$ cat config.mk
export PLATFORM = sky130hd
export DESIGN_NAME = sbmx_exec
export DESIGN_NICKNAME = d
export VERILOG_FILES = /design/src/logic/sbmx_pkg.sv /design/src/logic/sbmx_exec.sv /design/src/logic/sbmx_file_mem.sv
export VERILOG_INCLUDE_DIRS = /design/src /design/src/logic
export SDC_FILE = /design/constraint.sdc
export NUM_CORES = 1
export LEC_CHECK = 0
export BUFFER_PORTS_ARGS = -buffer_cell sky130_fd_sc_hd__clkbuf_2
export CORE_AREA = 2 2 155 157
export DETAILED_ROUTE_END_ITERATION = 10
export DIE_AREA = 0 0 157 159
export GPL_TIMING_DRIVEN = 0
export PLACE_DENSITY = 0.8
export SYNTH_ARGS = -nofsm -noshare
export SYNTH_HDL_FRONTEND = slang
export SYNTH_SLANG_ARGS = --single-unit
$ cat constraint.sdc
create_clock -name CLOCK -period 8.5 [get_ports CLOCK]
set_input_delay 0.85 -clock CLOCK [delete_from_list [all_inputs] [get_ports CLOCK]]
set_output_delay 0.85 -clock CLOCK [all_outputs]
set_load 0.005 [all_outputs]
$ cat src/logic/sbmx_defs.svh
`ifndef SBMX_DEFS_SVH
`define SBMX_DEFS_SVH
`define SBMX_FILE_DEPTH 32
`define SBMX_STATUS_ADDR 5'h03
`define SBMX_Z_BIT 2
`define SBMX_PAGE_HI 6
`define SBMX_PAGE_LO 5
`define SBMX_ACC_RESET 8'h00
`define SBMX_PC_RESET 11'h7ff
`define SBMX_STATUS_RESET 8'h18
`endif

$ cat src/logic/sbmx_pkg.sv
package sbmx_pkg;
  typedef enum logic [2:0] {
    SBMX_NOP = 3'b000,
    SBMX_DEC_SKIP = 3'b001,
    SBMX_INC_SKIP = 3'b010,
    SBMX_JUMP = 3'b011,
    SBMX_OR_LIT = 3'b100,
    SBMX_OR_REG = 3'b101,
    SBMX_MOVE_REG = 3'b110
  } sbmx_op_t;
  typedef enum logic [1:0] {
    SBMX_RUN = 2'b00,
    SBMX_FLUSH = 2'b01
  } sbmx_state_t;
endpackage : sbmx_pkg

$ cat src/logic/sbmx_exec.sv
// How it works
// [RULE1] decrement register, d picks destination
// [RULE2] zero skip result flushes next instruction
// [RULE3] increment register, d picks destination, skip zero
// [RULE4] jump loads k and status page bits
// [RULE5] or literal into accumulator, update zero
// [RULE6] or register, d picks destination, zero
// [RULE7] move accumulator to register, flags unchanged
// [RULE8] skips and jump leave status alone
`timescale 1ns/10ps
`include "sbmx_defs.svh"
module sbmx_exec (
  input wire logic CLOCK,
  input wire logic RESET_N,
  input wire logic ISSUE,
  input wire sbmx_pkg::sbmx_op_t OPCODE,
  input wire logic [4:0] FILE_ADDR,
  input wire logic DEST,
  input wire logic [8:0] LITERAL,
  output logic [7:0] ACCUMULATOR,
  output logic [7:0] STATUS,
  output logic [10:0] PC,
  output logic PC_LOAD,
  output logic BUSY,
  output logic DONE
);
  sbmx_pkg::sbmx_state_t state, next_state;
  sbmx_pkg::sbmx_op_t op;
  logic [4:0] addr;
  logic dest;
  logic [7:0] lit;
  logic [7:0] rdata;
  logic [7:0] result;
  logic we;
  logic [7:0] next_acc, next_status;
  logic [10:0] next_pc;
  logic next_pc_load, next_busy, next_done;
  logic [7:0] status_rd;
  logic [8:0] jump_k;
  sbmx_pkg::sbmx_op_t next_op;
  logic [4:0] next_addr;
  logic next_dest;
  logic [7:0] next_lit;
  logic [8:0] next_jump_k;
  logic take;
  // an issue is taken only while no flush is pending
  assign take = ISSUE && !BUSY;
  always_comb begin
    next_op = sbmx_pkg::SBMX_NOP;
    next_addr = addr;
    next_dest = dest;
    next_lit = lit;
    next_jump_k = jump_k;
    if (take) begin
      next_op = OPCODE;
      next_addr = FILE_ADDR;
      next_dest = DEST;
      next_lit = LITERAL[7:0];
      next_jump_k = LITERAL;
    end
  end
  always_ff @(posedge CLOCK or negedge RESET_N) begin
    if (!RESET_N) begin
      op <= sbmx_pkg::SBMX_NOP;
      addr <= 5'h00;
      dest <= 1'b0;
      lit <= 8'h00;
      jump_k <= 9'h000;
    end else begin
      op <= next_op;
      addr <= next_addr;
      dest <= next_dest;
      lit <= next_lit;
      jump_k <= next_jump_k;
    end
  end
  sbmx_file_mem u_mem (
    .clock(CLOCK),
    .reset_n(RESET_N),
    .raddr(FILE_ADDR),
    .rdata(rdata),
    .we(we),
    .waddr(addr),
    .wdata(result)
  );
  assign status_rd = STATUS;
  always_comb begin
    next_acc = ACCUMULATOR;
    next_status = STATUS;
    next_pc = PC;
    next_pc_load = 1'b0;
    next_busy = 1'b0;
    next_done = 1'b0;
    next_state = sbmx_pkg::SBMX_RUN;
    result = 8'h00;
    we = 1'b0;
    unique case (state)
      sbmx_pkg::SBMX_RUN: begin
        next_done = op != sbmx_pkg::SBMX_NOP;
        unique case (op)
          sbmx_pkg::SBMX_DEC_SKIP, sbmx_pkg::SBMX_INC_SKIP: begin // [RULE8]
            result = (op == sbmx_pkg::SBMX_DEC_SKIP) ? rdata - 8'h01 : rdata + 8'h01; // [RULE1] [RULE3]
            we = dest;
            if (!dest) begin
              next_acc = result;
            end
            if (result == 8'h00) begin
              next_state = sbmx_pkg::SBMX_FLUSH; // [RULE2]
              next_busy = 1'b1;
              next_done = 1'b0;
            end
          end
          sbmx_pkg::SBMX_JUMP: begin // [RULE8]
            next_pc = {status_rd[`SBMX_PAGE_HI:`SBMX_PAGE_LO], jump_k}; // [RULE4]
            next_pc_load = 1'b1;
            next_state = sbmx_pkg::SBMX_FLUSH;
            next_busy = 1'b1;
            next_done = 1'b0;
          end
          sbmx_pkg::SBMX_OR_LIT: begin
            result = ACCUMULATOR | lit; // [RULE5]
            next_acc = result;
            next_status[`SBMX_Z_BIT] = result == 8'h00;
          end
          sbmx_pkg::SBMX_OR_REG: begin
            result = ACCUMULATOR | rdata; // [RULE6]
            we = dest;
            if (!dest) begin
              next_acc = result;
            end
            next_status[`SBMX_Z_BIT] = result == 8'h00;
          end
          sbmx_pkg::SBMX_MOVE_REG: begin
            result = ACCUMULATOR; // [RULE7]
            we = 1'b1;
          end
          sbmx_pkg::SBMX_NOP: begin
          end
          default: begin
          end
        endcase
      end
      sbmx_pkg::SBMX_FLUSH: begin
        next_done = 1'b1; // [RULE2]
      end
      default: begin
      end
    endcase
  end
  always_ff @(posedge CLOCK or negedge RESET_N) begin
    if (!RESET_N) begin
      state <= sbmx_pkg::SBMX_RUN;
      ACCUMULATOR <= `SBMX_ACC_RESET;
      STATUS <= `SBMX_STATUS_RESET;
      PC <= `SBMX_PC_RESET;
      PC_LOAD <= 1'b0;
      BUSY <= 1'b0;
      DONE <= 1'b0;
    end else begin
      state <= next_state;
      ACCUMULATOR <= next_acc;
      STATUS <= next_status;
      PC <= next_pc;
      PC_LOAD <= next_pc_load;
      BUSY <= next_busy;
      DONE <= next_done;
    end
  end
endmodule : sbmx_exec

$ cat src/logic/sbmx_file_mem.sv
`timescale 1ns/10ps
`include "sbmx_defs.svh"
module sbmx_file_mem (
  input wire logic clock,
  input wire logic reset_n,
  input wire logic [4:0] raddr,
  output logic [7:0] rdata,
  input wire logic we,
  input wire logic [4:0] waddr,
  input wire logic [7:0] wdata
);
  logic [7:0] mem [`SBMX_FILE_DEPTH];
  logic [7:0] next_rdata;
  always_comb begin
    next_rdata = mem[raddr];
    if (we && waddr == raddr) begin
      next_rdata = wdata;
    end
  end
  always_ff @(posedge clock or negedge reset_n) begin
    if (!reset_n) begin
      rdata <= 8'h00;
    end else begin
      rdata <= next_rdata;
    end
  end
  always_ff @(posedge clock) begin
    if (we) begin
      mem[waddr] <= wdata;
    end
  end
endmodule : sbmx_file_mem

==> metrics.md, run 1 <==
| Metric | Value |
|---|---|
| Status | finished, final reports clean |
| R2r setup slk | 5.03 ns |
| Layout cell share with drive strength beyond 1 | between 30% and 40% |
| Hold Path Class | flip-flop to flip-flop |
| Slew @ Worst Pin | between 1 and 1.5 ns |
| Ports | 51 |
| Post-CTS Hold Fix Bufs | 0 |
| Vias/cell | 6.22 |
| Final setup vio count | 0 |
| Die Ht | between 150 and 200 µm |
| Max-cap violation count | 0 |
| Fin. max-slew vios | 0 |
| Post-synthesis sequential area ratio | a little over two thirds |
| Post-cts sizing count | 0 |
| Final Hold Slack | roughly 0.51 ns |
| Synth Register Bits | between 300 and 400 |
| Overall power | 0.00349 W |
| Final Hold Viols | 0 |
| Clk_lat worst skew | 0.55 ns |
| Critical Path AT | 3.63 ns |
| Core ar. | 0.0232 mm² |
| Clock Path Buffers | 3 |
| Ys flop type | edfxtp_1 |
| Post-DP HPWL | 19300 µm |
| Worst setup endpoint | u_mem.mem[30][4] |
| Relative slew slack | 9.76% |
| Remaining antenna violation count | 0 |
| Via count | 6997 |
| Final clock skew | 0.0102 ns |
| Pwr/cell area | roughly 240 mW/mm² |
| Max frequency | 0.288 GHz |
| Clk pin slew, worst setup/hold paths | 0.06 ns |
| First-pass GRT wire length | ~44000 µm |
| Area of the multi-input gates | 0.00357 mm² |
| WL final | 29400 µm |
| Cell row count | between 50 and 60 |
| Launch point of the worst reg-to-reg path | op[2] |
| Number of synthesized flops with an enable pin | 256 |
| Async set-reset flop share out of synthesis | between 15 and 20% |
| Largest net degree at the start of global routing | 49 |
| Area of the mapped netlist | about 0.013 mm² |
| CTS tree | yes |
| Fin crit share | 40.8% |
| Worst vdd ir | 0.000206 V |
| Crit Path Class | flip-flop to flip-flop |
| Worst setup startpoint | op[2] |
| Leak Pwr | 4.88 nW |
| Post-DR wirelength/cell | between 20 and 30 µm |
| Area after DPL | 0.0134 mm² |
| Worst reg2reg path depth | 9 |
| Sink Count | roughly 300 |
| Initial Utilization | 54.7% |
| DR DRC count | 0 |
| Avg Cell Area, Syn | between 15 and 20 µm² |
| Synth cell count leaders | edfxtp_1, mux4_2, nor2_1 |
| GRT Total Usage | 24.1% |
| Cts bufs inserted | 30 |
| Nets | roughly 800 |
| Fill cells | 1584 |
| Vias in the first global route | 7100 |
| GRT overflow | 0 |
| Final Cell Area | 0.0144 mm² |
| Final worst path period need | 3.47 ns |
| Top cells by area in the synthesized netlist | edfxtp_1, mux4_2, dfrtp_1, mux2_2, dfstp_2 |
| H-tree depth | 1 |
| Reg2reg end | u_mem.mem[30][4] |
| Storage cell area | 0.00890 mm² |
| Critical path peak fanout | 33 |
| Number of port buffers | 38 |
| Post-synth top area share | 60.5% |
| Initial antenna violation count | 3 |
| Initial DRC Count | 631 |
| CP startpoint kind | flip-flop |
| Die area | 0.0250 mm² |
| Most common cell in the netlist | edfxtp_1 |
| Synthesis Warnings | 0 |
| Dpl ws | 5.03 ns |
| PnR worst setup slack | 5.03 ns |
| Setup TNS | 0 ns |
| WP data required | 8.66 ns |
| Cell taking the most area after synthesis | edfxtp_1 |
| P&R area growth vs syn | 13.4% |
| Die Wd | 157 µm |
| Setup crit end kind | flip-flop |
| CTS root buf | clkbuf_16 |
| First drt pass iteration count | 7 |
| Distinct cells, synth | 53 |
| Mapped Cells | approximately 700 |
| RSZ-0062 raised after global routing | false |
| RePlAce Congestion | 0.875 |
| Setup bufs post-CTS | 0 |
-- kinds of logic (layout without fill, tap and decap cells) --
logic type	count (synthesis)	after routing	synth area share (%)
AND/OR/NAND/NOR	121	121	4.67
XOR/XNOR	14	14	0.966
multiplexers	127	127	18.2
other	2	8	0.0592
flip-flops	304	304	70.1
buffers and inverters	56	159	2.10
adder cells (fa/ha/maj)	2	2	0.197
AO/OA/AOI/OAI	71	71	3.70
-- metrics by stage --
stage          std cells  util (%)
2_1_floorplan        702         -
3_3_place_gp        1059      57.4
3_5_place_dp        1068      57.9
4_1_cts             1124      62.1
5_1_grt             1124      62.1
6_report            1125      62.1
-- power breakdown --
part	internal (W)	switching [W]	leakage, nW	total (W)
combinational	0.000165	0.000259	1.53	0.000424
clock	0.000730	0.000554	0.464	0.00128
sequential	0.00174	0.0000437	2.88	0.00178
-- state kept, by name, summed over array words and instances, names as in the netlist --
name         cells
u_mem.rdata      8
state            1
DONE             1
PC              10
op               3
addr             5
dest             1
PC_LOAD          1
ACCUMULATOR      8
u_mem.mem      256
jump_k           2
STATUS           1
lit              7
-- layout by cell type, fill, tap and decap left out, drive strengths merged, types with 12 or more instances in the layout --
cell type  count
a21oi         20
buf           33
clkbuf        97
clkinv        13
dfrtp         38
edfxtp       256
mux2          31
mux2i         16
mux4          80
nand2         15
nor2          52
o21ai         12
-- layer usage --
layer,global-route usage (%),vias up,share of wire [%]
met4,8.88,2,3.7
met3,5.20,74,8.9
li1,-,2943,-
met5,0,-,0.054
met1,32.3,3614,37
met2,39.4,364,50
-- worst max-delay path, cell delays in order (launching register included) --
cell     delay (ns)
dfrtp_1        0.44
or3b_1         0.41
buf_2          0.21
xnor2_1        0.19
ha_1           0.27
nand3_1        0.10
a21oi_1        0.24
xnor2_1        0.14
nor2_1         0.10
o21a_1         0.96
-- layout make-up --
class                   count  area share (%)
inverters                   8           0.209
repair buffers             47            2.02
plain buffers              48            1.64
clock inverters            21            1.23
clock buffers              35            5.49
diodes                      1          0.0174
flip-flops and latches    304            61.8
multi-input cells         342            24.8
well taps                 319            2.77
-- how the worst min path moves through the flow --
stage	startpoint	endpoint	slack, ns	cells after the start
2_1_floorplan	jump_k[8]	jump_k[8]	0.47	1
3_3_place_gp	PC[9]	PC[9]	0.48	1
3_5_place_dp	jump_k[8]	jump_k[8]	0.49	1
4_1_cts	OPCODE[1]	op[1]	0.51	2
5_1_grt	PC[9]	PC[9]	0.51	1
6_report	PC[9]	PC[9]	0.51	1
Power figures use the tool's default switching activity.
==> run 2, diff against run 1 <==
Settings changed: ABC_AREA set to 1, CORE_AREA 2 2 155 157 to 2 2 156 158, DIE_AREA 0 0 157 159 to 0 0 158 160, PLACE_DENSITY 0.8 to 0.83.
Clock period 8.5 ns to 3 ns, I/O delays scaled along.
==> run 2 against run 1 <==
Sequential power grew to 2.8 times the previous value. Synthesized area grew 1.4%. Worst hold slack got worse by 0.50 ns. Register-to-register slack worse by 5.0 ns. Non-clock buffer count grew 34. Highest routed layer is now met4. Die area up 1.3%. Largest power group unchanged. Critical path depth decreased by 2.
==> metrics.md, run 2 <==
| Metric | Value |
|---|---|
| Synth Register Bits | 304 (unchanged) |
| CTS tree | yes |
| Status | finished, final reports clean |
| RePlAce Congestion | 0.997 (+14%) |
| Layout cell share with drive strength beyond 1 | 14.3% (-16 points) |
| Placed Instances | 1481 (+39%) |
| Die Ht | 160 µm (+0.63%) |
| Vias/cell | 6.56 (+5.4%) |
| Max frequency | 0.340 GHz (+18%) |
| Cell taking the most area after synthesis | edfxtp_1 |
| Initial DRC Count | 2056 (+230%) |
| Distinct cells, synth | 40 (-25%) |
| GRT overflow | 0 (unchanged) |
| Leak Pwr | 5.30 nW (+8.7%) |
| Setup crit end kind | flip-flop |
| Max reg flops | 256 (unchanged) |
| Core ar. | 0.0238 mm² (+2.7%) |
| Clock Path Buffers | 3 (unchanged) |
| WL final | 39500 µm (+35%) |
| Crit Path Class | flip-flop to flip-flop |
| Synthesis Warnings | 0 (unchanged) |
| Number of port buffers | 41 (+7.9%) |
| Post-DR wirelength/cell | 25.4 µm (-2.6%) |
| Cts bufs inserted | 30 (unchanged) |
| Synth cell count leaders | edfxtp_1, nor2_1, o21ai_0 |
| Top flop regs | u_mem.mem (256), PC (10) |
| First drt pass iteration count | 6 (-1) |
| H-tree depth | 1 (unchanged) |
| Die Wd | 158 µm (+0.64%) |
| RSZ-0062 raised after global routing | true |
| Die area | 0.0253 mm² (+1.3%) |
| Via count | 10200 (+46%) |
| Critical path peak fanout | 8 (-76%) |
| Hold Path Stages | 2 (+1) |
| Mapped Cells | 1106 (+59%) |
| Final Hold Viols | 0 (unchanged) |
| Hold Path Class | input pin to flip-flop |
| CTS root buf | clkbuf_16 |
| Biggest register | u_mem.mem |
| Worst vdd ir | 0.000477 V (+130%) |
| Final Cell Area | 0.0149 mm² (+3.3%) |
| Initial Utilization | 54.0% (-0.72 points) |
| Commonest non-fill, non-tap cells in the layout | edfxtp_1, nor2_1, o21ai_0 |
| ANT cells | 0 (-1) |
| Final Hold Slack | 0.00730 ns (-0.500 ns) |
| Final setup vio count | 0 (unchanged) |
| Ys flop type | edfxtp_1 |
| Slowest CP cell | nor2_1 |
| Most common cell in the netlist | edfxtp_1 |
| Pwr/cell area | 691 mW/mm² (+190%) |
| Area of the mapped netlist | 0.0129 mm² (+1.4%) |
| First-pass GRT wire length | 56800 µm (+29%) |
| Crit path cell chain | nand2_1 > inv_1 > nor2_2 > o21ai_1 > nor2_2 > nand3_1 > nor2_1 |
| Post-synth top area share | 59.7% (-0.81 points) |
| Worst reg2reg path depth | 7 (-2) |
| Fin. max-slew vios | 0 (unchanged) |
| Final worst path period need | 2.94 ns (-0.524 ns) |
| Final std cells w/o fill | 1553 (+38%) |
| Initial antenna violation count | 0 (-3) |
| Vias in the first global route | 9704 (+37%) |
| P&R area growth vs syn | 15.6% |
| Avg Cell Area, Syn | 11.6 µm² (-36%) |
| Fill cells | 1774 (+12%) |
| Util after Layout | 62.4% (+0.36 points) |
| Max-cap violation count | 0 (unchanged) |
| Ports | 51 (unchanged) |
| CP startpoint kind | flip-flop |
| WP data required | 3.19 ns (-5.47 ns) |
| Remaining antenna violation count | 0 (unchanged) |
| DR DRC count | 0 (unchanged) |
| Top cells by area in the synthesized netlist | edfxtp_1, dfrtp_1, nor2_1, o21ai_0, o221ai_1 |
| Fin crit share | 98.1% (+57 points) |
| Async set-reset flop share out of synthesis | 15.8% (unchanged) |
| Number of synthesized flops with an enable pin | 256 (unchanged) |
| Clk pin slew, worst setup/hold paths | 0.06 ns (about the same) |
| Sink Count | 304 (unchanged) |
| Most common cell after layout, fill and taps aside | edfxtp_1 |
| Relative slew slack | 13.6% (+3.8 points) |
| Slowest cell delay on critical path | 0.84 ns (-0.12 ns) |
| Slew @ Worst Pin | 1.30 ns (-0.0573 ns) |
| Final clock skew | 0.0429 ns (+0.0327 ns) |
| PnR worst setup slack | 0.0561 ns (-4.98 ns) |
| Largest net degree at the start of global routing | 49 (unchanged) |
| Nets | 1228 (+53%) |
| GRT Total Usage | 30.6% (+6.4 points) |
| Critical Path AT | 3.13 ns (-0.50 ns) |
| CP most frequent cell | nor2_2 |
| Area after DPL | 0.0136 mm² (+1.6%) |
| Dpl ws | -0.0819 ns (-5.11 ns) |
| Post-synthesis sequential area ratio | 69.2% (-0.93 points) |
| Clk_lat worst skew | 0.60 ns (+0.05 ns) |
| R2r setup slk | 0.06 ns (-4.98 ns) |
| Cell row count | 57 (+1.8%) |
| Post-DP HPWL | 24100 µm (+25%) |
-- run 2: cell type report --
type / instances / area, µm² / share of cell area, %
Buffer: 69 / 302 / 2.03
Tap cell: 324 / 405 / 2.73
Clock buffer: 44 / 843 / 5.67
Timing Repair Buffer: 60 / 475 / 3.20
Sequential cell: 304 / 8900 / 59.8
Clock inverter: 12 / 166 / 1.12
Multi-Input combinational cell: 695 / 3610 / 24.3
Inverter: 45 / 169 / 1.14
-- run 2: path summary, 6_finish.rpt --
check,start,endpoint
setup / recovery,op[0],u_mem.mem[19][7]
hold / removal,DEST,dest
setup reg to reg,op[0],u_mem.mem[19][7]
hold reg to reg,PC[0],PC[0]
max in group asynchronous,RESET_N,PC[7]
min in group asynchronous,RESET_N,addr[0]
-- run 2: stage by stage --
step | power (W) | TNS [ns]
CTS | 0.0101 | 0
global placement | 0.00627 | -218.64
finish | 0.0103 | 0
detailed placement | 0.00638 | -2.49
global route | 0.0105 | -2.26
floorplan | 0.00580 | 0
-- run 2: cell families (layout without fill, tap and decap cells) --
group	after synthesis	count (layout)	share of synthesized area, %
other	2	7	0.0584
muxes	8	8	0.700
DFF	304	304	69.2
AOI/OAI and AO/OA	246	248	11.8
xor gates and xnor gates	6	6	0.408
buffers and inverters	114	230	3.66
and+or+nand+nor	424	424	14.0
adders and majority gates	2	2	0.194
-- run 2: critical path, delay by kind of cell (launching register included) --
| family | cells | cell delay [ns] |
|---|---|---|
| buffers and inverters | 1 | 0.06 |
| AND/OR/NAND/NOR | 5 | 1.89 |
| AO/OA/AOI/OAI | 1 | 0.11 |
| flip-flops | 1 | 0.49 |
-- run 2: power by group --
group	internal (W)	switching, W
registers	0.00492	0.000142
logic	0.000414	0.000972
clock network	0.00222	0.00162
-- run 2: metal layers --
layer  GRT usage (%)  vias up  share of wire (%)  wire length (µm)
met5               0        -                  0                 0
met4            17.1        0                6.8              2700
met3            8.01      220                 15              5910
met2            47.7      975                 46             18000
met1            38.9     4783                 33             12900
li1                -     4203                  -                 -
-- run 2: timing repair --
| item | in CTS | in global routing |
|---|---|---|
| buffers inserted | 0 | 2 |
| endpoints found under the setup margin | 33 | 137 |
| pin swaps | 0 | 2 |
| cloned | 1 | 1 |
| gates resized for setup | 1 | 6 |
| hold endpoints to repair | 10 | 14 |
| hold buffers | 10 | 1 |
==> run 3, diff against run 2 <==
Settings changed: CTS_BUF_LIST set to sky130_fd_sc_hd__clkbuf_16.
==> run 3 against run 2 <==
Setup slack improved by 0.011 ns. Via count decreased by 0.46%. First-iteration DRC count increased by 6.5%. Clock-buffer cell count decreased by 14. Core utilization decreased by 0.19 points. Clock power decreased by 4%. Final cell count unchanged. Non-clock buffer count unchanged. Fmax increased by 0.37%. Critical path type unchanged. Critical endpoint is now u_mem.mem[18][7]. Highest routed layer unchanged.
==> metrics.md, run 3 (synthesized netlist as in run 2, its figures left out) <==
| Metric | Value |
|---|---|
| Part of the power in the clock network | 36.5% (-0.8 points) |
| Post-DP HPWL | 24100 µm (unchanged) |
| Via count | 10100 (-0.46%) |
| RSZ-0062 raised after global routing | true |
| Initial antenna violation count | 0 (unchanged) |
| NetSw | 0.00272 W (-0.69%) |
| Cts bufs inserted | 30 (unchanged) |
| Clock Path Buffers | 3 (unchanged) |
| Vias/cell | 6.53 (-0.46%) |
| Comb power frac | 13.6% (about the same) |
| First drt pass iteration count | 7 (+1) |
| Clk_lat worst skew | 0.60 ns (about the same) |
| Met1 Usage GRT | 39.2% (+0.28 points) |
| Sink Count | 304 (unchanged) |
| Biggest register | u_mem.mem |
| WP data required | 3.19 ns (about the same) |
| Placed Instances | 1481 (unchanged) |
| H-tree depth | 1 (unchanged) |
| Critical path peak fanout | 8 (unchanged) |
| Final Hold Slack | 0.00424 ns (-0.00305 ns) |
| Setup crit end kind | flip-flop |
| Critical Path AT | 3.12 ns (about the same) |
| Final clock skew | 0.0412 ns (-0.00170 ns) |
| CP startpoint kind | flip-flop |
| Max reg flops | 256 (unchanged) |
| ANT cells | 0 (unchanged) |
| Layout cell share with drive strength beyond 1 | 13.9% (-0.41 points) |
| Clk pin slew, worst setup/hold paths | 0.06 ns (about the same) |
| Ports | 51 (unchanged) |
| DR DRC count | 0 (unchanged) |
| Register share of total power | 49.9% (+0.7 points) |
| Top flop regs | u_mem.mem (256), PC (10) |
| First-pass GRT wire length | 56600 µm (-0.44%) |
| Setup TNS | 0 ns (unchanged) |
| Pwr/cell area | 683 mW/mm² (-1.2%) |
| Relative slew slack | 12.9% (-0.65 points) |
| Slew @ Worst Pin | 1.31 ns (+0.00972 ns) |
| Status | finished, final reports clean |
| Max-cap violation count | 0 (unchanged) |
| M2 GR Usage | 47.7% (unchanged) |
| Gr busiest metal | met2 |
| CTS root buf | clkbuf_16 |
| Final std cells w/o fill | 1553 (unchanged) |
| Remaining antenna violation count | 0 (unchanged) |
| Cell row count | 57 (unchanged) |
| Dpl ws | -0.0819 ns (unchanged) |
| CTS tree | yes |
| Crit Path Class | flip-flop to flip-flop |
| Core ar. | 0.0238 mm² (unchanged) |
| Final setup vio count | 0 (unchanged) |
| GRT overflow | 0 (unchanged) |
| Grt met3 use | 7.35% (-0.65 points) |
| Vias in the first global route | 9674 (-0.31%) |
| Fin. max-slew vios | 0 (unchanged) |
| Post-DR wirelength/cell | 25.1 µm (-1.2%) |
| Hold Path Class | input pin to flip-flop |
| Leak Pwr | 5.32 nW (+0.33%) |
| Max frequency | 0.341 GHz (+0.37%) |
| GRT Total Usage | 30.4% (-0.15 points) |
| Final Hold Viols | 0 (unchanged) |
| Nets | 1228 (unchanged) |
| Largest net degree at the start of global routing | 49 (unchanged) |
| Number of port buffers | 41 (unchanged) |
| Worst vdd ir | 0.000482 V (+0.96%) |
| Most common cell after layout, fill and taps aside | edfxtp_1 |
| Die Wd | 158 µm (unchanged) |
| Initial Utilization | 54.0% (unchanged) |
| Die area | 0.0253 mm² (unchanged) |
| Fill cells | 1788 (+0.79%) |
| Switching Share | 26.9% (+0.22 points) |
| P&R area growth vs syn | 15.3% |
| Fin crit share | 97.8% (-0.37 points) |
| RePlAce Congestion | 0.997 (unchanged) |
| PnR worst setup slack | 0.0670 ns (+0.0110 ns) |
| Commonest non-fill, non-tap cells in the layout | edfxtp_1, nor2_1, o21ai_0 |
| Die Ht | 160 µm (unchanged) |
| WL final | 39000 µm (-1.2%) |
| Power Internal | 0.00741 W (-1.8%) |
| Final worst path period need | 2.93 ns (-0.0110 ns) |
| Initial DRC Count | 2189 (+6.5%) |
-- run 3: cell types whose count changed in the layout (fill, tap and decap cells not counted), sizes merged --
cell,before,now
clkbuf,133,119
inv,44,54
clkinv,8,12
-- run 3: worst max-delay path, stage by stage (launching register included) --
cell and delay [ns]:
dfrtp_1 0.49, nand2_1 0.12, inv_1 0.06, nor2_2 0.16, o21ai_1 0.11, nor2_2 0.30
nand3_1 0.44, nor2_1 0.87
-- run 3: worst paths after layout --
path,start,end,slack (ns),depth (start not counted)
max,op[0],u_mem.mem[18][7],0.07,7
min,DEST,dest,0.004,2
max reg2reg,op[0],u_mem.mem[18][7],0.07,7
min reg2reg,PC[8],PC[8],0.47,2
max in group asynchronous,RESET_N,PC[7],2.16,3
min in group asynchronous,RESET_N,addr[0],0.19,2
-- run 3: power by group through the flow --
stage / clock network (W) / logic [W] / registers, W
after floorplan: 0 / 0.000687 / 0.00511
after global placement: 0 / 0.00112 / 0.00515
after detailed placement: 0 / 0.00124 / 0.00514
after CTS: 0.00366 / 0.00128 / 0.00505
after global routing: 0.00384 / 0.00146 / 0.00507
final: 0.00369 / 0.00138 / 0.00506
-- run 3: area by class of cell --
| class | instances | area (µm²) | area share, % |
|---|---|---|---|
| flip-flops and latches | 304 | 8900 | 60.0 |
| multi-input cells | 695 | 3610 | 24.3 |
| clock buffers | 30 | 751 | 5.06 |
| repair buffers | 60 | 475 | 3.21 |
| well taps | 324 | 405 | 2.73 |
| plain buffers | 69 | 302 | 2.03 |
| clock inverters | 26 | 219 | 1.48 |
| inverters | 45 | 169 | 1.14 |
-- run 3: metrics by stage --
| step | cell area (µm²) | utilization, % | total power (W) |
|---|---|---|---|
| after floorplan | 12900 | - | 0.00580 |
| after global routing | 14800 | 62.3 | 0.0104 |
| after CTS | 14700 | 61.8 | 0.00999 |
| final | 14800 | 62.3 | 0.0101 |
| after global placement | 13500 | 56.7 | 0.00627 |
| after detailed placement | 13600 | 57.3 | 0.00638 |
-- run 3: what timing repair did --
| item | CTS | global route |
|---|---|---|
| cloned | 1 | 1 |
| hold buffers | 10 | 1 |
| setup endpoints to repair | 33 | 138 |
| endpoints found under the hold margin | 10 | 14 |
| pin swaps | 0 | 2 |
| setup buffers | 0 | 2 |
| gates resized for setup | 1 | 5 |
-- run 3: metal layers --
metal,part of all wire (%),up-vias
met4,6.4,0
met1,34,4800
met2,46,909
met5,0,-
met3,14,213
li1,-,4212
